<file path="src/hdl/fdc_motor_regs.svh">
`ifndef FDC_MOTOR_REGS_SVH
`define FDC_MOTOR_REGS_SVH
// Operation
// - writing 0 to output bit 2 holds controller in reset until 1 written.
// - soft reset clears setup and mode settings, keeps rate, config, other bits.
// - legacy mode: bit 3 enables dma and irq; 0 disables, floats request lines.
// - legacy mode: dma gate bit is cleared by reset.
// - alternate mode: dma gate reserved, dma and irq always enabled, even in reset.
// - bit 4 drives motor 0 in two-drive mode; decoded in four-drive mode.
// - bit 5 drives motor 1 in two-drive mode; decoded in four-drive mode.
// - bit 6 drives motor 2 when drives 2 and 0 exchanged or four drives.
// - bit 7 drives motor 3 in four-drive mode through the decode.
// - motor enable 1 makes motor active, 0 inactive.
// - type register is read/write; config bit 6 picks legacy or enhanced layout.
// - legacy layout assigns one logical drive to tape mode, rest floppy.
// - legacy layout reads leave bits 7-2 undriven.
// - enhanced layout uses all bits: density, id, exchange, drive select.
// - output bits 1:0 select one drive; 2 and 3 need four-drive or exchange.
// - hardware reset clears output register; soft reset leaves it.
// - tape select never names drive 0; 00 means none.

// register offsets (plain port address)
`define DOC_OFFSET      3'h2
`define MDT_OFFSET      3'h3
`define CFG_OFFSET      3'h4
`define STAT_OFFSET     3'h5
// output register fields, with the output and type register reset values
`define DOC_RESET_BIT   2
`define DOC_DMA_BIT     3
`define DOC_MOTOR_LSB   4
`define DOC_RESET_VAL   8'h00
`define MDT_RESET_VAL   8'h00
// config register fields
`define CFG_FOUR_BIT    7
`define CFG_LAYOUT_BIT  6
`define CFG_ALT_BIT     0
`define CFG_RESET_VAL   8'h00
// timing
`define SRST_MIN_NS     100
`define CLK_PERIOD_NS   8
`define SRST_MIN_CYC    ((`SRST_MIN_NS + `CLK_PERIOD_NS - 1) / `CLK_PERIOD_NS)
`endif

</file>
<file path="src/hdl/fdc_motor_pkg.sv">
package fdc_motor_pkg;
  typedef struct packed {
    logic [2:0] addr;
    logic [7:0] wdata;
    logic       wr;
    logic       rd;
  } bus_req_t;
  typedef struct packed {
    logic [7:0] rdata;
    logic [7:0] rdata_oe;
  } bus_rsp_t;
  typedef struct packed {
    logic [3:0] motor;
    logic [3:0] drive_sel;
  } drive_pins_t;
  typedef enum logic [1:0] { exch_none, exch_01, exch_02, exch_rsvd } exch_t;
endpackage

</file>
<file path="src/hdl/floppy_drive_motor_control_regs.sv">
// Implementation choices: the placing of the registers and the plain strobed port.
`include "fdc_motor_regs.svh"
`timescale 1ns/10ps
`default_nettype none
module floppy_drive_motor_control_regs (
  input  wire logic                       mclk,
  input  wire logic                       reset,
  input  wire fdc_motor_pkg::bus_req_t    bus_req,
  output fdc_motor_pkg::bus_rsp_t         bus_rsp,
  input  wire logic [1:0]                 media_sense,
  input  wire logic [7:0]                 drive_id_table,
  output fdc_motor_pkg::drive_pins_t      drive_pins,
  output logic                            soft_reset,
  output logic                            dma_irq_enable,
  output logic                            request_oe,
  output logic [1:0]                      tape_drive,
  output logic                            setup_clear
);
  import fdc_motor_pkg::*;

  logic [7:0] drive_output_control;
  logic [7:0] media_drive_type;
  logic [7:0] config_control_reg;
  logic [1:0] sense_meta;
  logic [1:0] sense_sync;
  logic       soft_reset_q;
  logic [3:0] next_motor;
  logic [3:0] next_select;
  logic [7:0] next_rdata;
  logic [7:0] next_oe;
  logic       four_drive;
  logic       alt_mode;
  logic       enhanced;
  exch_t      exch;

  assign four_drive = config_control_reg[`CFG_FOUR_BIT];
  assign alt_mode   = config_control_reg[`CFG_ALT_BIT];
  assign enhanced   = config_control_reg[`CFG_LAYOUT_BIT];
  assign exch       = exch_t'(media_drive_type[3:2]);

  // media sense pins come from the drive cable, so synchronise first
  always_ff @(posedge mclk) begin
    if (reset) begin
      sense_meta <= 2'h0;
      sense_sync <= 2'h0;
    end else begin
      sense_meta <= media_sense;
      sense_sync <= sense_meta;
    end
  end

  // output register: only hardware reset clears it, soft reset is a bit of it
  always_ff @(posedge mclk) begin
    if (reset) begin
      drive_output_control <= `DOC_RESET_VAL;
    end else if (bus_req.wr && bus_req.addr == `DOC_OFFSET) begin
      drive_output_control <= bus_req.wdata;
    end
  end

  // type register; stores every written bit, legacy layout reads show only tape select, drive 0 never a tape
  always_ff @(posedge mclk) begin
    if (reset) begin
      media_drive_type <= `MDT_RESET_VAL;
    end else if (bus_req.wr && bus_req.addr == `MDT_OFFSET) begin
      media_drive_type <= bus_req.wdata;
    end
  end

  // configuration: four-drive, layout and mode select; soft reset leaves it
  always_ff @(posedge mclk) begin
    if (reset) begin
      config_control_reg <= `CFG_RESET_VAL;
    end else if (bus_req.wr && bus_req.addr == `CFG_OFFSET) begin
      config_control_reg <= bus_req.wdata;
    end
  end

  // soft reset level and a one-cycle pulse clearing setup/mode state on entry;
  // software owns the minimum low time; nothing here counts SRST_MIN_CYC, and two back-to-back writes fall short of it
  always_ff @(posedge mclk) begin
    if (reset) begin
      soft_reset_q <= 1'b1;
      setup_clear  <= 1'b1;
    end else begin
      soft_reset_q <= ~drive_output_control[`DOC_RESET_BIT];
      setup_clear  <= ~drive_output_control[`DOC_RESET_BIT] & ~soft_reset_q;
    end
  end
  assign soft_reset = soft_reset_q;

  // dma/irq gating: alternate mode ignores the gate bit and stays enabled
  always_ff @(posedge mclk) begin
    if (reset) begin
      dma_irq_enable <= 1'b0;
      request_oe     <= 1'b0;
    end else begin
      dma_irq_enable <= alt_mode | drive_output_control[`DOC_DMA_BIT];
      request_oe     <= alt_mode | drive_output_control[`DOC_DMA_BIT];
    end
  end

  // motor and select decode; select pattern outside the table selects no drive, motor bits still pass
  always_comb begin
    logic [3:0] men;
    logic [1:0] sel;
    men         = drive_output_control[7:4];
    sel         = drive_output_control[1:0];
    next_motor  = 4'h0;
    next_select = 4'h0;
    if (four_drive) begin
      next_select[sel] = 1'b1;
      next_motor[sel]  = men[sel];
    end else begin
      next_motor[1:0] = men[1:0];
      if (exch == exch_02 && enhanced) begin
        next_motor[2] = men[0];
        next_motor[0] = men[2];
        if (sel == 2'h0) next_select[2] = 1'b1;
        else if (sel == 2'h2) next_select[0] = 1'b1;
        else if (sel == 2'h1) next_select[1] = 1'b1;
      end else if (exch == exch_01 && enhanced) begin
        next_motor[0] = men[1];
        next_motor[1] = men[0];
        if (sel == 2'h0) next_select[1] = 1'b1;
        else if (sel == 2'h1) next_select[0] = 1'b1;
      end else if (sel[1] == 1'b0) begin
        next_select[sel] = 1'b1;
      end
    end
  end

  // pins follow the register on the edge after the write
  always_ff @(posedge mclk) begin
    if (reset) begin
      drive_pins <= '0;
      tape_drive <= 2'h0;
    end else begin
      drive_pins.motor     <= next_motor;
      drive_pins.drive_sel <= next_select;
      tape_drive           <= media_drive_type[1:0];
    end
  end

  // read mux; legacy type reads float bits 7-2
  always_comb begin
    next_rdata = 8'h00;
    next_oe    = 8'hFF;
    unique case (bus_req.addr)
      `DOC_OFFSET: next_rdata = drive_output_control;
      `MDT_OFFSET: begin
        if (enhanced) begin
          next_rdata = {sense_sync[1], sense_sync[0],
                        drive_id_table[{drive_output_control[0], 1'b1}],
                        drive_id_table[{drive_output_control[0], 1'b0}],
                        media_drive_type[3:0]};
        end else begin
          next_rdata = {6'h00, media_drive_type[1:0]};
          next_oe    = 8'h03;
        end
      end
      `CFG_OFFSET:  next_rdata = config_control_reg;
      `STAT_OFFSET: next_rdata = {next_motor, 2'h0, request_oe, soft_reset_q};
      default:      next_rdata = 8'h00;
    endcase
  end

  // read data stand only in the cycle after the read strobe
  always_ff @(posedge mclk) begin
    if (reset) begin
      bus_rsp <= '0;
    end else if (bus_req.rd) begin
      bus_rsp.rdata    <= next_rdata;
      bus_rsp.rdata_oe <= next_oe;
    end else begin
      bus_rsp <= '0;
    end
  end
endmodule
`default_nettype wire

</file>
<file path="config.mk">
export PLATFORM = sky130hd
export DESIGN_NAME = floppy_drive_motor_control_regs
export DESIGN_NICKNAME = d
export VERILOG_FILES = /design/src/hdl/fdc_motor_pkg.sv /design/src/hdl/floppy_drive_motor_control_regs.sv
export VERILOG_INCLUDE_DIRS = /design/src /design/src/hdl
export SDC_FILE = /design/constraint.sdc
export NUM_CORES = 1
export LEC_CHECK = 0
export BUFFER_PORTS_ARGS = -buffer_cell sky130_fd_sc_hd__buf_2
export CORE_MARGIN = 3
export CORE_UTILIZATION = 30
export CTS_BUF_LIST = sky130_fd_sc_hd__clkbuf_4
export CTS_CLUSTER_DIAMETER = 60
export DETAILED_ROUTE_END_ITERATION = 8
export PLACE_DENSITY_LB_ADDON = 0.25
export RECOVER_POWER = 25
export SYNTH_ARGS = -nofsm -noshare
export SYNTH_HDL_FRONTEND = slang
export SYNTH_SLANG_ARGS = --single-unit
</file>
<file path="constraint.sdc">
create_clock -name mclk -period 1 [get_ports mclk]
set_input_delay 0.2 -clock mclk [delete_from_list [all_inputs] [get_ports mclk]]
set_output_delay 0.2 -clock mclk [all_outputs]
set_load 0.02 [all_outputs]
</file>
# Word-level counts from Yosys, hierarchy flattened
# Index checks and enable logic that the tools add are counted.
# W data, S select, Z words.
[totals]
register_bits = 53
inputBits = 25
output_inout_bits = 30
elab_cells = 69
[op_classes]
n_lt_le_gt_ge = 4
eq_ne = 8
mux = 30
bitwise_logic = 6
n_reduce_logical = 8
[op_table]
columns = ["op", "count"]
rows = [
  ["$pmux W8 S4", 1],
  ["$mux W8", 3],
  ["$mux W1", 16],
  ["$lt A2 B4 Y1 const B", 2],
  ["$mux W2", 4],
  ["$mux W4", 2],
  ["$eq A3 B2 Y1 const B", 2],
  ["$eq A3 B3 Y1 const B", 2],
  ["$logic_and A1 B1 Y1", 6],
  ["$mux W3", 2],
  ["$and A4 B4 Y4", 1],
  ["$eq A2 B1 Y1 const B", 2],
  ["$eq A2 B2 Y1 const B", 2],
  ["$lt A2 B3 Y1 const B", 1],
  ["$not A1 Y1", 3],
  ["$bmux W1 S2", 1],
  ["$demux W1 S2", 1],
  ["$ge A2 B1 Y1 const B", 1],
  ["$logic_not A2 Y1", 1],
  ["$reduce_or A2 Y1", 1],
  ["$and A1 B1 Y1", 1],
  ["$or A1 B1 Y1", 1],
]

# Longest topological paths before layout
# Gate-level depths: netlist of the first run.
[logic_depth]
word_depth = 8
mapped_depth = 6
depth_no_buf = 4

# Least setup slack after synthesis of the first run
# Ideal clock, no wire load.
[synth_path]
path_type = "reg2reg"
startpoint = "register config_control_reg[7]"
endpoint = "register bus_rsp[13] in the netlist's numbering"
setup_time_ps = 58
arrival_ps = 1058
required_time_ps = 942
slack_ps = -116
stages_incl_launch_ff = 6
n_path_buf = 1
path_cell_list = "dfxtp_1 -> buf_2 -> and4bb_1 -> nand2_1 -> a31oi_1 -> o211a_1"
[synth_between]
elab_chain_cells = 2
[synth_lines]
columns = ["element", "line_no", "rtl"]
rows = [
  ["start, declared", "floppy_drive_motor_control_regs.sv:23", "logic [7:0] config_control_reg;"],
  ["start signal, assigned", "floppy_drive_motor_control_regs.sv:73", "config_control_reg <= `CFG_RESET_VAL;"],
  ["start signal, assigned", "floppy_drive_motor_control_regs.sv:75", "config_control_reg <= bus_req.wdata;"],
  ["$mux W3", "floppy_drive_motor_control_regs.sv:111", "if (four_drive) begin"],
  ["$pmux W8 S4", "floppy_drive_motor_control_regs.sv:149", "unique case (bus_req.addr)"],
  ["end, declared", "floppy_drive_motor_control_regs.sv:9", "output fdc_motor_pkg::bus_rsp_t bus_rsp,"],
]
# No other way between the ends.
# A chain may end at the register's enable or synchronous reset.

# Final worst setup path of the first run
[layout_path]
startpoint = "register media_drive_type[2]"
endpoint = "register bus_rsp[14] in the netlist's numbering"
[layout_between]
elab_chain_cells = 5
[layout_lines]
columns = ["element", "line_no", "rtl"]
rows = [
  ["start, declared", "floppy_drive_motor_control_regs.sv:22", "logic [7:0] media_drive_type;"],
  ["start signal, assigned", "floppy_drive_motor_control_regs.sv:64", "media_drive_type <= `MDT_RESET_VAL;"],
  ["start signal, assigned", "floppy_drive_motor_control_regs.sv:66", "media_drive_type <= bus_req.wdata;"],
  ["$eq A2 B2 Y1", "floppy_drive_motor_control_regs.sv:116", "if (exch == exch_02 && enhanced) begin"],
  ["$logic_and A1 B1 Y1", "floppy_drive_motor_control_regs.sv:116", ""],
  ["$mux W1", "floppy_drive_motor_control_regs.sv:116", ""],
  ["$mux W3", "floppy_drive_motor_control_regs.sv:111", ""],
  ["$pmux W8 S4", "floppy_drive_motor_control_regs.sv:149", ""],
]
# No other way between the ends.

==> flow_summary.toml, run 1 <==
[run_status]
status = "finished with violations"
violations = "setup timing"

[synth]
synth_cells = 232
async_reset_ff_share_pct = 0
syn_nets = 257
postSynth.topFlopCell = "dfxtp_1"
synth-seq-cells = 47
synth.avg_cell_area_um2 = 9.27
synth_edf_count = 0
seq_area_frac_synth_pct = 43.8
syn_area_um2 = 2150
yosys_warnings = 0
ys_types = 48

[drt]
routed.top_layer = "met4"
drc_errors = 0
dr.pass1.iters = 4
vias_per_cell = 4.65
drt-met1-wl_um = 2660
via_count = 1883
dr_wl_met2_um = 2600
drt_iter0_drc = 78
ant_nets = 0
avgRoutedWirePerCell_um = 13.7
wl_um = 5540
route.met3.wl_um = 222

[cts]
clock_sinks = 47
cts-buffers-inserted = 5
cts_tree = "done"
clk_pin_slew_ps = 140
clk_path_buf_depth = 2
clk_latency_ps = 370
cts_root_buffer = "clkbuf_4"
postCtsHoldBufs = 0
htree_levels = 2

[place]
dpl_cell_area_um2 = 2630
io_buffers = 50
dp_cells = 389
place.gp.congestion = 0.811
hpwl_um = 4050
dp_slack_ps = -292

[worst_hold_path]
hp-class = "input pin to flop"
whs_path_depth = 2
hold_path_startpoint = "media_sense[0]"
min_to = "sense_meta[0]"

[global_route]
first_global_vias = 1773
grt_start_max_net_pins = 21
track_usage_pct = 13.3
grt_pass1_wl_um = 8780
grt_remaining_overflow = 0
antenna_found_initial = 0

[critical_path]
r2r_start = "media_drive_type[2]"
required_ps = 1300
startpoint_type = "flop"
cp_slowest_cell = "dfxtp_4"
worst-r2r-setup-slack_ps = -150
critical_path.cell_chain = "nand3b_4 > o31ai_4 > nand3_1 > a31oi_1"
cpPeakStageDelay_ps = 390
r2r_cells = 4
r2r-end = "bus_rsp[14]"
path_max_fanout = 6
crit_type = "flop to flop"
cp-end-kind = "flop"
arrival_ps = 1450
critPathTopFamily = "flip-flops"
critPathBufInv = 0

[floorplanning]
coreArea_um2 = 6870
fp.dieW_um = 90.6
rows = 30
die_y_um = 90.6
start_util_pct = 31.3
ios = 55
die-area_um2 = 8220

[power]
ir_drop_v = 0.000590
totalPowerFinal_mw = 3.28
p_per_area_nw_per_um2 = 1080
leakage_nw = 1.32

[timing]
finClkSkew_ps = 12.0
setup_ws_ps = -149
finalSetupViolCount = 41
fmax_ghz = 0.870
slew_headroom_pct = 72.5
drv_slew = 0
fin_crit_ps = 1150
rsz0062_at_grt = "true"
fin_hold_ws_ps = 30.5
finalHoldViolCount = 0
min_period_over_period_pct = 115
tightest_slew_ps = 412
tns_ps = -2380

[final_layout]
largest_reg_flops = 10
final_area_um2 = 3040
fillers = 705
postLayoutCoreUtil_pct = 44.3
final_cells = 405
diodes = 0
nets = 333
drive_gt1_share_pct = 48.9
top_register = "bus_rsp"
area_growth_pct = 41.6

[flow_run]
cap_violations = 0
## logic make-up (layout without fill, tap and decap cells)
family	count (synthesis)	after routing	synth area share (%)
AOI/OAI and AO/OA	43	43	12.7
xor gates and xnor gates	1	1	0.408
buffers and inverters	29	106	8.85
DFF	47	47	43.8
muxes	18	18	8.38
and+or+nand+nor	94	94	25.9
## layout by cell type (no fill, tap or decap), types with 11 or more instances in the layout
cell / count
buf_6: 36
nor2b_1: 11
nand2_1: 24
mux2i_1: 17
dfxtp_1: 17
buf_4: 36
a21oi_1: 11
dfxtp_2: 21
buf_2: 20
nor2_1: 19
## worst max path at each step
stage,startpoint,end,slack (ps),cells past startpoint
final,media_drive_type[2],bus_rsp[14],-150,4
after global routing,config_control_reg[6],bus_rsp[13],-250,4
after CTS,drive_output_control[0],bus_rsp[12],-160,4
after detailed placement,drive_output_control[0],bus_rsp[12],-290,4
after global placement,drive_output_control[0],bus_rsp[12],-350,4
after floorplan,media_drive_type[2],bus_rsp[14],-90,5
## repair_timing
item / 4_1_cts / 5_1_grt
setup buffers: 4 / 4
endpoints found under the setup margin: 47 / 46
hold endpoints to repair: 0 / 0
pin swaps: 3 / 7
resized for setup: 96 / 19
## Yosys cell counts, types with 3 or more instances
cell type / instances / area [um^2]
a31oi_1: 3 / 18.8
buf_4: 7 / 52.6
nand3b_1: 3 / 22.5
dfxtp_1: 47 / 941
buf_6: 6 / 67.6
nor2b_1: 12 / 75.1
nor3_1: 4 / 20.0
mux2i_1: 18 / 180
buf_2: 8 / 40.0
a21oi_1: 13 / 65.1
nor3b_1: 3 / 22.5
nand2b_1: 3 / 18.8
nand3_1: 4 / 20.0
clkbuf_1: 4 / 15.0
o21ai_1: 5 / 25.0
o21ai_0: 5 / 25.0
nand4b_1: 3 / 26.3
inv_1: 3 / 11.3
nor2_1: 19 / 71.3
nand2_1: 25 / 93.8
## power breakdown
| group | internal, mW | total [mW] | switching [mW] |
|---|---|---|---|
| combinational | 0.218 | 0.436 | 0.219 |
| clock | 0.272 | 0.907 | 0.634 |
| sequential | 1.90 | 1.94 | 0.0393 |
## per-layer routing
layer  up-vias  track usage [%]
met4         0             5.10
li1        943                -
met5         -                0
met1       885             17.8
met2        48             21.4
met3         7             2.08
## final cells by class
| class | instances | area (um^2) | share of cell area (%) |
|---|---|---|---|
| sequential | 47 | 1000 | 32.9 |
| tap | 96 | 120 | 3.95 |
| clock buffer | 5 | 37.5 | 1.23 |
| inverter | 3 | 11.3 | 0.370 |
| multi-input combinational | 156 | 1070 | 35.1 |
| clock inverter | 3 | 17.5 | 0.575 |
| timing repair buffer | 95 | 790 | 25.9 |
(Power assumes the default switching activity.)
==> run 2, diff against run 1 <==
--- a/config.mk
+++ b/config.mk
@@ -12,7 +12,9 @@
 export CTS_BUF_LIST = sky130_fd_sc_hd__clkbuf_4
 export CTS_CLUSTER_DIAMETER = 60
 export DETAILED_ROUTE_END_ITERATION = 8
-export PLACE_DENSITY_LB_ADDON = 0.25
+export GPL_ROUTABILITY_DRIVEN = 0
+export HOLD_SLACK_MARGIN = 0.05
+export PLACE_DENSITY = 0.51
 export RECOVER_POWER = 25
 export SYNTH_ARGS = -nofsm -noshare
 export SYNTH_HDL_FRONTEND = slang
==> run 2 against run 1 <==
Net effect:
- sequential cell count unchanged
- combinational power increased by 9.6%
- the flow still finishes with violations (setup timing)
- first-iteration DRC count increased by 36%
- design area increased by 5.3%
- setup slack got worse by 54 ps
- cell count increased by 2.0%
- count of clock-buffer cells in the layout unchanged
- hold slack improved by 57 ps
==> flow_summary.toml, run 2 (synthesis gave the netlist of run 1 again) <==
[floorplanning]
die-area_um2 = 8220
rows = 30
start_util_pct = 31.3
ios = 55
fp.dieW_um = 90.6
die_y_um = 90.6
coreArea_um2 = 6870

[cts]
cts_root_buffer = "clkbuf_4"
cts-buffers-inserted = 5
clock_sinks = 47
clk_latency_ps = 360
cts_tree = "done"
htree_levels = 2
clk_path_buf_depth = 2
clk_pin_slew_ps = 130

[timing]
setup_ws_ps = -203
fin_crit_ps = 1200
slew_headroom_pct = 80.5
finalHoldViolCount = 0
tns_ps = -2320
min_period_over_period_pct = 120
drv_slew = 0
fmax_ghz = 0.831
rsz0062_at_grt = "true"
finalSetupViolCount = 37
fin_hold_ws_ps = 87.4
finClkSkew_ps = 9.03
tightest_slew_ps = 293

[final_layout]
final_cell_mix = "41 x buf_4, 39 x buf_6, 24 x nand2_1"
diodes = 0
area_growth_pct = 49.2
nets = 343
top_register = "bus_rsp"
final_common_cell = "buf_4"
largest_reg_flops = 10
final_cells = 413
drive_gt1_share_pct = 51.1

[global_route]
first_global_vias = 1871
track_usage_pct = 14.3
antenna_found_initial = 0
grt_pass1_wl_um = 9450
grt_remaining_overflow = 0
grt_start_max_net_pins = 21

[power]
totalPowerFinal_mw = 3.26
leakage_nw = 1.37
ir_drop_v = 0.000432
p_per_area_nw_per_um2 = 1020

[critical_path]
critPathTopFamily = "compound AO/OA/AOI/OAI gates"
critical_path.cell_chain = "buf_4 > nand2_1 > o31ai_1 > a21oi_1 > a21oi_2"
arrival_ps = 1490
path_max_fanout = 4
cp-end-kind = "flop"
cpPeakStageDelay_ps = 400
required_ps = 1280
crit_type = "flop to flop"
startpoint_type = "flop"
cp_slowest_cell = "dfxtp_4"
critPathBufInv = 1

[drt]
avgRoutedWirePerCell_um = 13.7
vias_per_cell = 4.55
drc_errors = 0
ant_nets = 0
dr.pass1.iters = 4
wl_um = 5670
via_count = 1881
drt_iter0_drc = 106

[flow_run]
cap_violations = 0

[run_status]
status = "finished with violations"
violations = "setup timing"

[worst_hold_path]
hp-class = "input pin to flop"

[place]
dp_cells = 400
hpwl_um = 4130
io_buffers = 50
run 2: changes by cell type in the layout (fill, tap and decap cells not counted), sizes merged:
cell / delta
clkinv: -2
inv: -1
clkinvlp: +1
dlygate4sd3: +2
buf: +10
clkbuf: -2
run 2: worst min-delay path: stages:
cell and delay (ps):
buf_2 110, nand2_1 50, a21oi_1 50
run 2: routing by layer:
layer / track usage, % / part of all wire [%] / wire length, um / vias up
met5: 0 / 0 / 0 / -
met4: 4.08 / 0.63 / 36 / 0
met3: 3.00 / 4.2 / 239 / 2
met2: 23.2 / 48 / 2750 / 43
met1: 19.1 / 47 / 2650 / 875
li1: - / - / - / 961
run 2: final cells by class:
cell class | instances | area, um^2
multi-input cells | 156 | 1120
clock buffers | 5 | 37.5
repair buffers | 105 | 911
well taps | 96 | 120
flip-flops and latches | 47 | 1000
fillers | 668 | 3660
inverters | 3 | 13.8
clock inverters | 1 | 7.51
run 2: what timing repair did:
action / CTS / global route
setup endpoints to repair: 46 / 44
hold buffers: 2 / 0
pin swaps: 10 / 20
gates resized for setup: 110 / 18
setup buffers: 1 / 5
endpoints found under the hold margin: 2 / 0
run 2: stage by stage:
stage	setup slack (ps)	instance area (um^2)	util [%]
2_1_floorplan	-89.3	2180	-
3_3_place_gp	-359	2740	39.8
3_5_place_dp	-335	2740	39.8
4_1_cts	-212	3120	45.4
5_1_grt	-265	3210	46.7
6_report	-203	3210	46.7
run 2: report_power, final:
group	total (mW)	internal (mW)	switching (mW)
logic	0.478	0.245	0.233
registers	1.93	1.90	0.0373
clock network	0.849	0.249	0.600
total	3.26	2.39	0.871
run 2: worst paths after layout:
| kind | start | end | cells past startpoint | slack [ps] |
|---|---|---|---|---|
| worst max-delay path | config_control_reg[7] | bus_rsp[12] | 5 | -200 |
| worst min-delay path | bus_req[7] | drive_output_control[5] | 3 | 90 |
| worst max register to register | config_control_reg[7] | bus_rsp[12] | 5 | -200 |
| worst min register to register | sense_meta[0] | sense_sync[0] | 1 | 460 |
==> run 3, diff against run 2 <==
==> constraint.sdc (replaced) <==
create_clock -name mclk -period 1 [get_ports mclk]
set_input_delay 0.2 -clock mclk [delete_from_list [all_inputs] [get_ports mclk]]
set_output_delay 0.2 -clock mclk [all_outputs]
set_load 0.005 [all_outputs]
==> run 3 against run 2 <==
Net effect:
- largest cell class unchanged
- the flow still finishes with violations (setup timing)
- sequential power about the same
- sequential share of layout area increased by 1.2 points
- count of clock-buffer cells in the layout unchanged
- critical path depth down 1
- die area is the same
- critical endpoint unchanged
==> flow_summary.toml, run 3 (synthesis gave the netlist of run 1 again) <==
[run_status]
status = "finished with violations"
violations = "setup timing"

[timing]
finalSetupViolCount = 23
drv_slew = 0
slew_headroom_pct = 80.6
min_period_over_period_pct = 121
tightest_slew_ps = 291
fmax_ghz = 0.830
tns_ps = -1510
rsz0062_at_grt = "true"
fin_crit_ps = 1210
setup_ws_ps = -205
fin_hold_ws_ps = 90.5
finClkSkew_ps = 10.4
finalHoldViolCount = 0

[global_route]
antenna_found_initial = 0
track_usage_pct = 14.1
first_global_vias = 1838
grt_start_max_net_pins = 21
grt_pass1_wl_um = 9310
grt_remaining_overflow = 0

[critical_path]
cp-end-kind = "flop"
r2r_start = "drive_output_control[0]"
worst-r2r-setup-slack_ps = -210
path_max_fanout = 7
required_ps = 1250
arrival_ps = 1450
r2r-end = "bus_rsp[12]"
r2r_cells = 4
startpoint_type = "flop"
crit_type = "flop to flop"

[floorplanning]
rows = 30
coreArea_um2 = 6870
ios = 55
start_util_pct = 31.3
die_y_um = 90.6
fp.dieW_um = 90.6
die-area_um2 = 8220

[drt]
dr.pass1.iters = 4
wl_um = 5550
vias_per_cell = 4.51
drt_iter0_drc = 101
avgRoutedWirePerCell_um = 13.4
via_count = 1861
ant_nets = 0
drc_errors = 0

[cts]
clk_pin_slew_ps = 130
cts_root_buffer = "clkbuf_4"
cts-buffers-inserted = 5
htree_levels = 2
clock_sinks = 47
clk_path_buf_depth = 2
cts_tree = "done"
clk_latency_ps = 360

[final_layout]
final_cell_mix = "48 x buf_2, 41 x buf_4, 31 x dfxtp_1"
fillers = 690
largest_reg_flops = 10
diodes = 0
final_common_cell = "buf_2"
final_area_um2 = 3010
postLayoutCoreUtil_pct = 43.9
nets = 343
area_growth_pct = 40.2
drive_gt1_share_pct = 47.3
final_cells = 413
top_register = "bus_rsp"

[worst_hold_path]
min_to = "drive_output_control[5]"
hold_path_startpoint = "bus_req[7]"
hp-class = "input pin to flop"
whs_path_depth = 3

[flow_run]
cap_violations = 0

[place]
dp_cells = 400
io_buffers = 50
dpl_cell_area_um2 = 2740
hpwl_um = 4130
dp_slack_ps = -335

[power]
leakage_nw = 1.34
ir_drop_v = 0.000430
totalPowerFinal_mw = 3.18
p_per_area_nw_per_um2 = 1050
## run 3: changes by cell type in the layout (fill, tap and decap cells not counted)
| cell | before | now |
|---|---|---|
| nand3_2 | 1 | 2 |
| dfxtp_2 | 20 | 10 |
| nand3_1 | 4 | 3 |
| dfxtp_1 | 18 | 31 |
| dfxtp_4 | 9 | 6 |
| buf_6 | 39 | 11 |
| buf_2 | 20 | 48 |
## run 3: final cells by class
cell class / count / area (um^2) / area share (%)
inverter: 3 / 13.8 / 0.457
sequential: 47 / 976 / 32.4
timing repair buffer: 105 / 736 / 24.4
clock buffer: 5 / 37.5 / 1.25
clock inverter: 1 / 7.51 / 0.249
tap: 96 / 120 / 3.99
multi-input combinational: 156 / 1120 / 37.3
## run 3: worst max path at each step
stage                        to                    start
finish              bus_rsp[12]  drive_output_control[0]
global route        bus_rsp[14]      media_drive_type[2]
CTS                 bus_rsp[12]  drive_output_control[4]
detailed placement  bus_rsp[12]  drive_output_control[0]
global placement    bus_rsp[12]  drive_output_control[0]
floorplan           bus_rsp[14]      media_drive_type[2]
## run 3: power breakdown
part / leakage [nW] / switching (mW) / internal, mW / total (mW)
Combinational: 0.923 / 0.198 / 0.210 / 0.408
Sequential: 0.390 / 0.0301 / 1.90 / 1.93
Clock: 0.0232 / 0.590 / 0.249 / 0.839
Total: 1.34 / 0.818 / 2.36 / 3.18
## run 3: metal layers
layer	track usage, %	share of wire [%]	routed length [um]	up-vias
li1	-	-	-	960
met1	19.5	49	2690	858
met2	22.2	47	2610	39
met3	2.83	3.7	205	4
met4	4.08	0.79	44	0
met5	0	0	0	-
## run 3: timing repair
item,4_1_cts,5_1_grt
gates cloned,0,0
endpoints found under the hold margin,2,0
setup buffers,1,5
hold buffers,2,0
endpoints found under the setup margin,40,44
pin swaps,10,18
resized for setup,30,25
## run 3: worst max-delay path: stages (launching register included)
cell,delay [ps]
dfxtp_4,450
mux2i_4,270
o32ai_4,120
a21oi_1,170
a21oi_2,90
